## config.mk

```make
export PLATFORM = sky130hd
export DESIGN_NAME = spm_pin_mux
export DESIGN_NICKNAME = d
export VERILOG_FILES = /design/src/spm_pkg.sv /design/src/spm_sync.sv /design/src/spm_pin_mux.sv
export SDC_FILE = /design/constraint.sdc
export NUM_CORES = 1
export LEC_CHECK = 0
export ABC_AREA = 1
export BUFFER_PORTS_ARGS = -buffer_cell sky130_fd_sc_hd__buf_2
export CAP_MARGIN = 15
export CORE_ASPECT_RATIO = 0.5
export CORE_MARGIN = 1
export CORE_UTILIZATION = 47
export CTS_BUF_LIST = sky130_fd_sc_hd__clkbuf_16
export DETAILED_ROUTE_END_ITERATION = 8
export PLACE_DENSITY_LB_ADDON = 0.12
export SYNTH_ARGS = -nofsm -noshare
export SYNTH_HDL_FRONTEND = slang
export SYNTH_HIERARCHICAL = 1
export SYNTH_SLANG_ARGS = --single-unit
```

## constraint.sdc

```tcl
create_clock -name clk_sys_i -period 4.1 [get_ports clk_sys_i]
set_input_delay 0.41 -clock clk_sys_i [delete_from_list [all_inputs] [get_ports clk_sys_i]]
set_output_delay 0.41 -clock clk_sys_i [all_outputs]
set_load 0.02 [all_outputs]
```

## src/spm_pkg.sv

```systemverilog
package spm_pkg;

	// Register byte offsets on the Wishbone bus.
	localparam logic [7:0] SPM_SYS_CONFIG_OFS = 8'h00;
	localparam logic [7:0] SPM_IRQ_EDGE_PIN_SELECT_OFS = 8'h04;
	localparam logic [7:0] SPM_PORT_A_DATA_OFS = 8'h08;
	localparam logic [7:0] SPM_PORT_A_DIR_OFS = 8'h0C;
	localparam logic [7:0] SPM_PORT_B_DATA_OFS = 8'h10;
	localparam logic [7:0] SPM_PORT_B_DIR_OFS = 8'h14;
	localparam logic [7:0] SPM_PORT_C_DATA_OFS = 8'h18;
	localparam logic [7:0] SPM_PORT_C_DIR_OFS = 8'h1C;

	// Field positions in the system configuration register.
	localparam int SPM_CFG_HOST_BIT = 1;
	localparam int SPM_CFG_SYNC_B_BIT = 2;
	localparam int SPM_CFG_PB_LOW_BIT = 5;
	localparam int SPM_CFG_PB_HIGH_BIT = 6;
	localparam int SPM_CFG_PC_BIT = 7;

	// Field positions in the interrupt edge and pin select register.
	localparam int SPM_IRQ_DAISY_OUT_BIT = 2;
	localparam int SPM_IRQ_PORT_C2_BIT = 3;

	// Reset values.
	localparam logic [7:0] SPM_SYS_CONFIG_RST = 8'h00;
	localparam logic [7:0] SPM_IRQ_EDGE_PIN_SELECT_RST = 8'h00;
	localparam logic [7:0] SPM_PORT_DATA_RST = 8'h00;
	localparam logic [7:0] SPM_PORT_DIR_RST = 8'h00;

	// Shared package pins, one bit each; used for pin level, drive value and enable.
	typedef struct packed {
		logic [7:0] port_a;
		logic [7:0] port_b;
		logic [5:0] port_c;
		logic [2:0] tri_fn;
		logic daisy;
	} spm_pins_t;

	// Functions that the processor side offers to the pins.
	typedef struct packed {
		logic chan0_transmit;
		logic chan0_request_to_send_n;
		logic chan1_transmit;
		logic sync_a_wait_request_n;
		logic sync_a_terminal_ready_request_n;
		logic sync_a_request_to_send_n;
		logic sync_b_wait_request_n;
		logic sync_b_terminal_ready_request_n;
		logic sync_b_request_to_send_n;
		logic host_interrupt_out;
		logic host_tx_ready_out_n;
		logic host_rx_ready_out_n;
		logic memory_write_strobe_n;
		logic daisy_chain_out;
		logic [7:0] host_data_out;
		logic host_data_oe;
		logic [2:0] primary_out;
		logic [2:0] primary_oe;
	} spm_core_out_t;

	// Inputs that the pins deliver to the processor side.
	typedef struct packed {
		logic chan0_receive;
		logic chan0_clear_to_send_n;
		logic chan0_carrier_detect_n;
		logic chan1_receive;
		logic clocked_serial_rx_or_chan1_cts_n;
		logic sync_a_clear_to_send_n;
		logic sync_a_carrier_detect_n;
		logic sync_a_sync_pin_n;
		logic daisy_chain_in;
		logic [7:0] host_data_in;
		logic [2:0] primary_in;
	} spm_core_in_t;

	// Use of each triple-function pin.
	typedef enum logic [1:0] {
		SPM_TRI_PRIMARY = 2'b00,
		SPM_TRI_SYNC_B = 2'b01,
		SPM_TRI_HOST = 2'b11
	} spm_tri_sel_t;

endpackage

```

## src/spm_sync.sv

```systemverilog
`timescale 1ns/1ps
module spm_sync #(
	parameter int WIDTH = 1
) (
	input wire logic clk_sys_i,
	input wire logic reset_i,
	input wire logic [WIDTH-1:0] async_i,
	output logic [WIDTH-1:0] sync_o
);
	// The first stage is only ever read by the second stage.
	logic [WIDTH-1:0] meta_reg;
	logic [WIDTH-1:0] sync_reg;

	always_ff @(posedge clk_sys_i or posedge reset_i) begin
		if (reset_i) begin
			meta_reg <= '0;
			sync_reg <= '0;
		end else begin
			meta_reg <= async_i;
			sync_reg <= meta_reg;
		end
	end

	assign sync_o = sync_reg;
endmodule

```

## src/spm_pin_mux.sv

```systemverilog
// Design decisions made here: register access over Wishbone and the address map.
`timescale 1ns/1ps
// Overview of operation
// - Configuration bits 7 to 5 choose port or serial use of port B and C pins.
// - Bit 6 set gives port B bits 7 to 5 port use, else serial signals.
// - Bit 5 set gives port B bits 4 to 0 port use, else channel 0 signals.
// - Bit 7 set gives port C bits 5 to 0 port use, else sync channel A.
// - Port C bits 7 and 6 always read external interrupt two and one pins.
// - Port B bit 1 in port mode forces internal channel 0 clear-to-send low.
// - Select register bit 3 picks write strobe or port C2/request pair; bit 7 within.
// - Configuration bits 1 and 2 choose each triple-function pin's use.
// - Select register bit 2 makes the daisy-chain pin an input or an output.
module spm_pin_mux (
	input wire logic clk_sys_i,
	input wire logic reset_i,
	input wire logic wb_cyc_i,
	input wire logic wb_stb_i,
	input wire logic wb_we_i,
	input wire logic [7:0] wb_adr_i,
	input wire logic [3:0] wb_sel_i,
	input wire logic [31:0] wb_dat_i,
	output logic [31:0] wb_dat_o,
	output logic wb_ack_o,
	input wire spm_pkg::spm_pins_t pin_i,
	output spm_pkg::spm_pins_t pin_o,
	output spm_pkg::spm_pins_t pin_oe_o,
	input wire logic external_irq_one_n_i,
	input wire logic external_irq_two_n_i,
	input wire spm_pkg::spm_core_out_t core_out_i,
	output spm_pkg::spm_core_in_t core_in_o
);
	import spm_pkg::*;

	spm_pins_t pin_sync;
	logic [1:0] irq_sync;

	spm_sync #(
		.WIDTH($bits(spm_pins_t))
	) u_pin_sync (
		.clk_sys_i(clk_sys_i),
		.reset_i(reset_i),
		.async_i(pin_i),
		.sync_o(pin_sync)
	);

	spm_sync #(
		.WIDTH(2)
	) u_irq_sync (
		.clk_sys_i(clk_sys_i),
		.reset_i(reset_i),
		.async_i({external_irq_two_n_i, external_irq_one_n_i}),
		.sync_o(irq_sync)
	);

	function automatic logic pick(input logic port_mode, input logic port_val,
		input logic fn_val);
		pick = port_mode ? port_val : fn_val;
	endfunction

	function automatic spm_tri_sel_t tri_select(input logic [7:0] cfg);
		if (cfg[SPM_CFG_HOST_BIT]) begin
			tri_select = SPM_TRI_HOST;
		end else if (cfg[SPM_CFG_SYNC_B_BIT]) begin
			tri_select = SPM_TRI_SYNC_B;
		end else begin
			tri_select = SPM_TRI_PRIMARY;
		end
	endfunction

	// Register file and Wishbone slave.
	logic [7:0] sys_config_reg, sys_config_next;
	logic [7:0] irq_edge_pin_select_reg, irq_edge_pin_select_next;
	logic [7:0] port_a_data_reg, port_a_data_next;
	logic [7:0] port_a_dir_reg, port_a_dir_next;
	logic [7:0] port_b_data_reg, port_b_data_next;
	logic [7:0] port_b_dir_reg, port_b_dir_next;
	logic [7:0] port_c_data_reg, port_c_data_next;
	logic [7:0] port_c_dir_reg, port_c_dir_next;
	logic wb_ack_reg, wb_ack_next;
	logic [31:0] wb_dat_reg, wb_dat_next;
	logic bus_write;
	logic [7:0] rd_byte;

	always_comb begin
		sys_config_next = sys_config_reg;
		irq_edge_pin_select_next = irq_edge_pin_select_reg;
		port_a_data_next = port_a_data_reg;
		port_a_dir_next = port_a_dir_reg;
		port_b_data_next = port_b_data_reg;
		port_b_dir_next = port_b_dir_reg;
		port_c_data_next = port_c_data_reg;
		port_c_dir_next = port_c_dir_reg;
		// A write lands on the edge at which the master sees ack high.
		bus_write = wb_cyc_i && wb_stb_i && wb_we_i && wb_ack_reg && wb_sel_i[0];
		if (bus_write) begin
			unique case (wb_adr_i)
				SPM_SYS_CONFIG_OFS: sys_config_next = wb_dat_i[7:0];
				SPM_IRQ_EDGE_PIN_SELECT_OFS: irq_edge_pin_select_next = wb_dat_i[7:0];
				SPM_PORT_A_DATA_OFS: port_a_data_next = wb_dat_i[7:0];
				SPM_PORT_A_DIR_OFS: port_a_dir_next = wb_dat_i[7:0];
				SPM_PORT_B_DATA_OFS: port_b_data_next = wb_dat_i[7:0];
				SPM_PORT_B_DIR_OFS: port_b_dir_next = wb_dat_i[7:0];
				SPM_PORT_C_DATA_OFS: port_c_data_next = wb_dat_i[7:0];
				SPM_PORT_C_DIR_OFS: port_c_dir_next = wb_dat_i[7:0];
				default: ;
			endcase
		end
		// Data registers read back the pin levels, not the latched drive value.
		unique case (wb_adr_i)
			SPM_SYS_CONFIG_OFS: rd_byte = sys_config_reg;
			SPM_IRQ_EDGE_PIN_SELECT_OFS: rd_byte = irq_edge_pin_select_reg;
			SPM_PORT_A_DATA_OFS: rd_byte = pin_sync.port_a;
			SPM_PORT_A_DIR_OFS: rd_byte = port_a_dir_reg;
			SPM_PORT_B_DATA_OFS: rd_byte = pin_sync.port_b;
			SPM_PORT_B_DIR_OFS: rd_byte = port_b_dir_reg;
			SPM_PORT_C_DATA_OFS: rd_byte = {irq_sync, pin_sync.port_c};
			SPM_PORT_C_DIR_OFS: rd_byte = port_c_dir_reg;
			default: rd_byte = 8'h00;
		endcase
		wb_ack_next = wb_cyc_i && wb_stb_i && !wb_ack_reg;
		wb_dat_next = wb_ack_next ? {24'h00_0000, rd_byte} : 32'h0000_0000;
	end

	always_ff @(posedge clk_sys_i or posedge reset_i) begin
		if (reset_i) begin
			sys_config_reg <= SPM_SYS_CONFIG_RST;
			irq_edge_pin_select_reg <= SPM_IRQ_EDGE_PIN_SELECT_RST;
			port_a_data_reg <= SPM_PORT_DATA_RST;
			port_a_dir_reg <= SPM_PORT_DIR_RST;
			port_b_data_reg <= SPM_PORT_DATA_RST;
			port_b_dir_reg <= SPM_PORT_DIR_RST;
			port_c_data_reg <= SPM_PORT_DATA_RST;
			port_c_dir_reg <= SPM_PORT_DIR_RST;
			wb_ack_reg <= 1'b0;
			wb_dat_reg <= 32'h0000_0000;
		end else begin
			sys_config_reg <= sys_config_next;
			irq_edge_pin_select_reg <= irq_edge_pin_select_next;
			port_a_data_reg <= port_a_data_next;
			port_a_dir_reg <= port_a_dir_next;
			port_b_data_reg <= port_b_data_next;
			port_b_dir_reg <= port_b_dir_next;
			port_c_data_reg <= port_c_data_next;
			port_c_dir_reg <= port_c_dir_next;
			wb_ack_reg <= wb_ack_next;
			wb_dat_reg <= wb_dat_next;
		end
	end

	// Pin multiplexer. The selection itself is combinational; the result is
	// registered once so that every pin and core input leaves from a flip-flop.
	spm_pins_t pin_out_reg, pin_out_next;
	spm_pins_t pin_oe_reg, pin_oe_next;
	spm_core_in_t core_in_reg, core_in_next;
	logic pb_high_port;
	logic pb_low_port;
	logic pc_port;
	logic pc2_pair;
	logic host_mode;
	spm_tri_sel_t tri_sel;

	always_comb begin
		pb_high_port = sys_config_reg[SPM_CFG_PB_HIGH_BIT];
		pb_low_port = sys_config_reg[SPM_CFG_PB_LOW_BIT];
		pc_port = sys_config_reg[SPM_CFG_PC_BIT];
		pc2_pair = irq_edge_pin_select_reg[SPM_IRQ_PORT_C2_BIT];
		host_mode = sys_config_reg[SPM_CFG_HOST_BIT];
		tri_sel = tri_select(sys_config_reg);

		// Port A.
		pin_out_next.port_a = host_mode ? core_out_i.host_data_out : port_a_data_reg;
		pin_oe_next.port_a = host_mode ? {8{core_out_i.host_data_oe}} : port_a_dir_reg;
		core_in_next.host_data_in = host_mode ? pin_sync.port_a : 8'h00;

		// Port B: serial outputs on bits 5, 3 and 0, the rest are serial inputs.
		pin_out_next.port_b[7] = port_b_data_reg[7];
		pin_out_next.port_b[6] = port_b_data_reg[6];
		pin_out_next.port_b[5] = pick(pb_high_port, port_b_data_reg[5],
			core_out_i.chan1_transmit);
		pin_out_next.port_b[4] = port_b_data_reg[4];
		pin_out_next.port_b[3] = pick(pb_low_port, port_b_data_reg[3],
			core_out_i.chan0_transmit);
		pin_out_next.port_b[2] = port_b_data_reg[2];
		pin_out_next.port_b[1] = port_b_data_reg[1];
		pin_out_next.port_b[0] = pick(pb_low_port, port_b_data_reg[0],
			core_out_i.chan0_request_to_send_n);
		pin_oe_next.port_b[7:5] = pb_high_port ? port_b_dir_reg[7:5] : 3'b001;
		pin_oe_next.port_b[4:0] = pb_low_port ? port_b_dir_reg[4:0] : 5'b01001;

		// Serial inputs whose pins are in port mode sit at their idle level, except channel 0 clear-to-send.
		core_in_next.clocked_serial_rx_or_chan1_cts_n = pick(pb_high_port, 1'b1,
			pin_sync.port_b[7]);
		core_in_next.chan1_receive = pick(pb_high_port, 1'b1, pin_sync.port_b[6]);
		core_in_next.chan0_receive = pick(pb_low_port, 1'b1, pin_sync.port_b[4]);
		core_in_next.chan0_carrier_detect_n = pick(pb_low_port, 1'b1, pin_sync.port_b[2]);
		// Clear-to-send goes low, not idle, so channel 0 may still transmit.
		core_in_next.chan0_clear_to_send_n = pick(pb_low_port, 1'b0,
			pin_sync.port_b[1]);

		// Port C: outputs on bits 5, 3 and 2, inputs on 4, 1 and 0.
		pin_out_next.port_c[5] = pick(pc_port, port_c_data_reg[5],
			core_out_i.sync_a_wait_request_n);
		pin_out_next.port_c[4] = port_c_data_reg[4];
		pin_out_next.port_c[3] = pick(pc_port, port_c_data_reg[3],
			core_out_i.sync_a_terminal_ready_request_n);
		pin_out_next.port_c[1:0] = port_c_data_reg[1:0];
		pin_oe_next.port_c[5:3] = pc_port ? port_c_dir_reg[5:3] : 3'b101;
		pin_oe_next.port_c[1:0] = pc_port ? port_c_dir_reg[1:0] : 2'b00;
		if (!pc2_pair) begin
			pin_out_next.port_c[2] = core_out_i.memory_write_strobe_n;
			pin_oe_next.port_c[2] = 1'b1;
		end else begin
			pin_out_next.port_c[2] = pick(pc_port, port_c_data_reg[2],
				core_out_i.sync_a_request_to_send_n);
			pin_oe_next.port_c[2] = pc_port ? port_c_dir_reg[2] : 1'b1;
		end
		core_in_next.sync_a_sync_pin_n = pick(pc_port, 1'b1, pin_sync.port_c[4]);
		core_in_next.sync_a_clear_to_send_n = pick(pc_port, 1'b1, pin_sync.port_c[1]);
		core_in_next.sync_a_carrier_detect_n = pick(pc_port, 1'b1, pin_sync.port_c[0]);

		// Triple-function pins in sync B use: index 0 terminal ready, 1 wait, 2 request-to-send.
		unique case (tri_sel)
			SPM_TRI_HOST: begin
				pin_out_next.tri_fn = {core_out_i.host_rx_ready_out_n,
					core_out_i.host_tx_ready_out_n, core_out_i.host_interrupt_out};
				pin_oe_next.tri_fn = 3'b111;
			end
			SPM_TRI_SYNC_B: begin
				pin_out_next.tri_fn = {core_out_i.sync_b_request_to_send_n,
					core_out_i.sync_b_wait_request_n,
					core_out_i.sync_b_terminal_ready_request_n};
				pin_oe_next.tri_fn = 3'b111;
			end
			default: begin
				pin_out_next.tri_fn = core_out_i.primary_out;
				pin_oe_next.tri_fn = core_out_i.primary_oe;
			end
		endcase
		core_in_next.primary_in = (tri_sel == SPM_TRI_PRIMARY) ? pin_sync.tri_fn : 3'b000;

		// Daisy chain: an output pin leaves the internal chain input enabled.
		if (irq_edge_pin_select_reg[SPM_IRQ_DAISY_OUT_BIT]) begin
			pin_out_next.daisy = core_out_i.daisy_chain_out;
			pin_oe_next.daisy = 1'b1;
			core_in_next.daisy_chain_in = 1'b1;
		end else begin
			pin_out_next.daisy = 1'b0;
			pin_oe_next.daisy = 1'b0;
			core_in_next.daisy_chain_in = pin_sync.daisy;
		end
	end

	always_ff @(posedge clk_sys_i or posedge reset_i) begin
		if (reset_i) begin
			pin_out_reg <= '0;
			pin_oe_reg <= '0;
			core_in_reg <= '0;
		end else begin
			pin_out_reg <= pin_out_next;
			pin_oe_reg <= pin_oe_next;
			core_in_reg <= core_in_next;
		end
	end

	assign pin_o = pin_out_reg;
	assign pin_oe_o = pin_oe_reg;
	assign core_in_o = core_in_reg;
	assign wb_ack_o = wb_ack_reg;
	assign wb_dat_o = wb_dat_reg;
endmodule

```

After elaboration in Yosys (flattened, before gate mapping)
Index checks and enable logic that the tools add are counted.
- word-level logic and storage cells: 95
- register bits after elaboration: 199
- input bits: 106
- multiplexer cells: 34
- reduce and logical (&&, ||, !) cells: 17
- equality and inequality tests: 9
- operators by type and width (cell ; count):
    $pmux 8 s8 ; 1
    $eq 8x5->1 const B ; 4
    $mux 8 ; 4
    $mux 1 ; 21
    $eq 8x4->1 const B ; 2
    $reduce_and 2->1 ; 8
    $mux 3 ; 4
    $eq 8x3->1 const B ; 1
    $logic_not 8->1 ; 1
    $pmux 3 s2 ; 1
    $logic_and 1x1->1 ; 5
    $mux 5 ; 1
    $mux 2 ; 2
    $eq 2x1->1 const B ; 1
    $eq 2x2->1 const B ; 1
    $logic_not 2->1 ; 1
    $reduce_or 2->1 ; 1
    $logic_not 1->1 ; 1

Longest topological paths before layout
- depth after elaboration: 5
- depth in mapped cells: 8
- mapped depth without buffers: 7

Modules after synthesis
The synthesis kept the hierarchy.
- by module, submodules not included (module ; area each (sq um) ; instances ; cells each ; sequential area each (sq um)):
    spm_pin_mux ; 6045.8 ; 1 ; 624 ; 3578.4
    spm_sync at u_pin_sync ; 1305.0 ; 1 ; 53 ; 1301.2
    spm_sync at u_irq_sync ; 103.8 ; 1 ; 5 ; 100.1

Least setup slack after synthesis
No wires, ideal clock.
- kind: input to register
- from: input wb_cyc_i
- to: register port_c_dir_reg[0]
- path slack: 2743 ps
- data required time: 3974 ps
- stages on the path: 8
- data arrival time: 1231 ps
- cell sequence: nand2_1 nor2_2 nand3_4 clkinv_4 nand3_4 buf_2 nand2_1 o21ai_1
- word-level cells in the longest chain between the ends: 5
- RTL lines (what ; RTL line ; text):
    start: declaration ; spm_pin_mux.sv:16 ; input wire logic wb_cyc_i,
    $logic_and 1x1->1 (4 in series) ; spm_pin_mux.sv:94 ; bus_write = wb_cyc_i && wb_stb_i && wb_we_i && wb_ack_reg && wb_sel_i[0];
    $reduce_and 2->1 (no line) ; - ;
    end signal: assignment ; spm_pin_mux.sv:144 ; port_c_dir_reg <= port_c_dir_next;
    end: declaration ; spm_pin_mux.sv:78 ; logic [7:0] port_c_dir_reg, port_c_dir_next;
Every way passes these cells.
A chain may end at the register's enable or synchronous reset.

==> results.toml <==
[setup_path]
cp.required_ns = 4.40
cp_top_family = "flip-flops"
cpMaxStageDelayCell = "dfrtp_1"
critical-path-max-stage-delay_ns = 0.96
r2r_setup_slack_ns = 1.87
cp_cell_sequence = "clkinv_1 > nand3_1 > nand3_1"
worst-setup-path-type = "reg2reg"
cp_common_cell = "nand3_1"
cp.arrival_ns = 2.53
cp_num_buf_inv = 1
cp_max_fo = 24
critPathLaunchType = "flip-flop"
crit_path_end_kind = "flip-flop"

[logic_synthesis]
avgSynthCellArea_um2 = 10.93
synth_area_um2 = 7455
seq_area_frac_synth = 0.6680
ys_warn_count = 6
async_flop_share = 1.000
dominantRegCellSynth = "dfrtp_1"
synth_edf_count = 0
ys_ff_latch = 199
synth_cell_types = 30
syn_inst = 682

[clock_tree]
cts_resized = 0
clockBufferDepth = 2
cts_buffers = 17
root_buffer = "clkbuf_16"
clk_latency_ns = 0.44
path_clk_slew_ns = 0.08
clock_sinks = 199
h-tree-depth = 4
cts_tree = "built"

[die]
die_w_um = 180.1
die_y_um = 91.06
initial_utilization = 0.4824
num_rows = 32
core_area_um2 = 15450
ios = 211
die-area_um2 = 16400

[sta]
hold_ws_ns = 0.07150
maxSlewViolCount = 0
fin_tns_setup_ns = 0
worst_pin_slew_ns = 0.9369
fin_skew_ns = 0.01300
period_share = 0.5437
rsz0062_at_grt = "no"
fmaxAchievable_ghz = 0.4486
slew_headroom = 0.3754
period_minus_slack_ns = 2.229
hold_violations = 0
setup_viol = 0

[place]
hpwl_mm = 11.16
gp_congestion = 0.8278
io_buffers = 159
dp_cells = 1025

[status]
outcome = "complete, no violations"

[route]
drtPass1Iterations = 5
drtIter0Drc = 275
num_vias = 5037
ant_nets = 0
drc_errors = 0
routedWlPerCell_um = 15.51
viasPerCell = 4.756
drt_wl_total_mm = 16.43

[layout]
final_common_cell = "dfrtp_1"
synthToLayoutAreaGrowth_pct = 19.65
final_nets = 948
fin_cells = 1059
antennaDiodeCount = 0
post-route-util = 0.5772
layout_common_cells = "dfrtp_1, nand2_1, buf_2"
drive_gt1_frac = 0.2947

[grt]
grt_use_total = 0.2120
antenna_found_initial = 0
grt.overflow.total = 0
grt_max_degree = 95
grt_pass1_vias = 4862
grt_pass1_wl_mm = 26.11

[flow_run]
maxCapViolCount = 0

[power_and_ir_drop]
leakage_nw = 4.876
irDropWorstVdd_mv = 0.2751
power_density_nw_per_um2 = 436.0

[hold_path]
hold_class = "in2reg"
==> metrics by stage <==
stage	total power [W]	cell area, um2	setup WS (ns)
after floorplan	0.002188	7545	1.899
after global placement	0.002254	8289	1.869
after detailed placement	0.002257	8289	1.831
after CTS	0.003918	8900	1.805
after global routing	0.004018	8920	1.719
final	0.003889	8920	1.871
==> power by group <==
part	internal, W	switching, W	total (W)
combinational	0.0000558	0.000142	0.000197
sequential	0.00200	0.0000161	0.00202
clock	0.000826	0.000846	0.00167
==> Yosys cell counts, types with 4 or more instances <==
cell / n / area (um2)
dfrtp_1: 199 / 4980
nand2_1: 177 / 664.4
nand3_1: 63 / 315.3
o21ai_1: 47 / 235.2
inv_1: 42 / 157.7
nor2_1: 34 / 127.6
buf_4: 26 / 195.2
or2_2: 16 / 100.1
a21oi_1: 14 / 70.07
o21ai_2: 8 / 70.07
buf_6: 7 / 78.83
buf_2: 6 / 30.03
clkbuf_1: 6 / 22.52
nand3_4: 6 / 105.1
nor2_8: 6 / 120.1
nand2_2: 5 / 31.28
inv_2: 4 / 15.01
nand2_4: 4 / 45.04
==> layer usage <==
| layer | up-vias | global-route usage | share of wire |
|---|---|---|---|
| li1 | 2433 | - | - |
| met2 | 185 | 0.2996 | 0.42 |
| met1 | 2403 | 0.3234 | 0.51 |
| met3 | 16 | 0.05134 | 0.065 |
| met5 | - | 0 | 0 |
| met4 | 0 | 0.05983 | 0.010 |
==> worst reg2reg max path: cells and delay by family (launching register included) <==
family	cells	cell delay, ns
buffers and inverters	1	0.79
and+or+nand+nor	2	0.37
DFF	1	0.96
==> final cells by class <==
class / count / area [um2]
clock buffers: 17 / 425.4
clock inverters: 15 / 175.2
fillers: 1364 / 6535
inverters: 49 / 195.2
multi-input cells: 411 / 2028
flip-flops and latches: 199 / 4980
well taps: 204 / 255.2
repair buffers: 164 / 860.8
==> cell families (layout without fill, tap and decap cells) <==
family | after synthesis | in the layout | share of synthesized area
flops | 199 | 199 | 0.6680
buf+inv | 95 | 245 | 0.07150
compound gates | 72 | 72 | 0.05304
other cells | 1 | 24 | 0.0005030
simple gates | 315 | 315 | 0.2070
==> final timing paths <==
kind | cells past startpoint | endpoint | startpoint
setup / recovery | 3 | pin_o[3] | sys_config_reg[1]
setup reg to reg | 3 | pin_o[3] | sys_config_reg[1]
max in group asynchronous | 4 | sys_config_reg[2] | reset_i
hold reg to reg | 0 | u_pin_sync/sync_o[12] | u_pin_sync/meta_reg[12]
hold / removal | 1 | u_pin_sync/meta_reg[22] | pin_i[22]
min in group asynchronous | 3 | u_irq_sync/meta_reg[0] | reset_i
==> timing repair <==
action,CTS,global route
endpoints found under the hold margin,4,0
hold buffers,1,0
setup buffers,0,0
(Power assumes the default switching activity.)
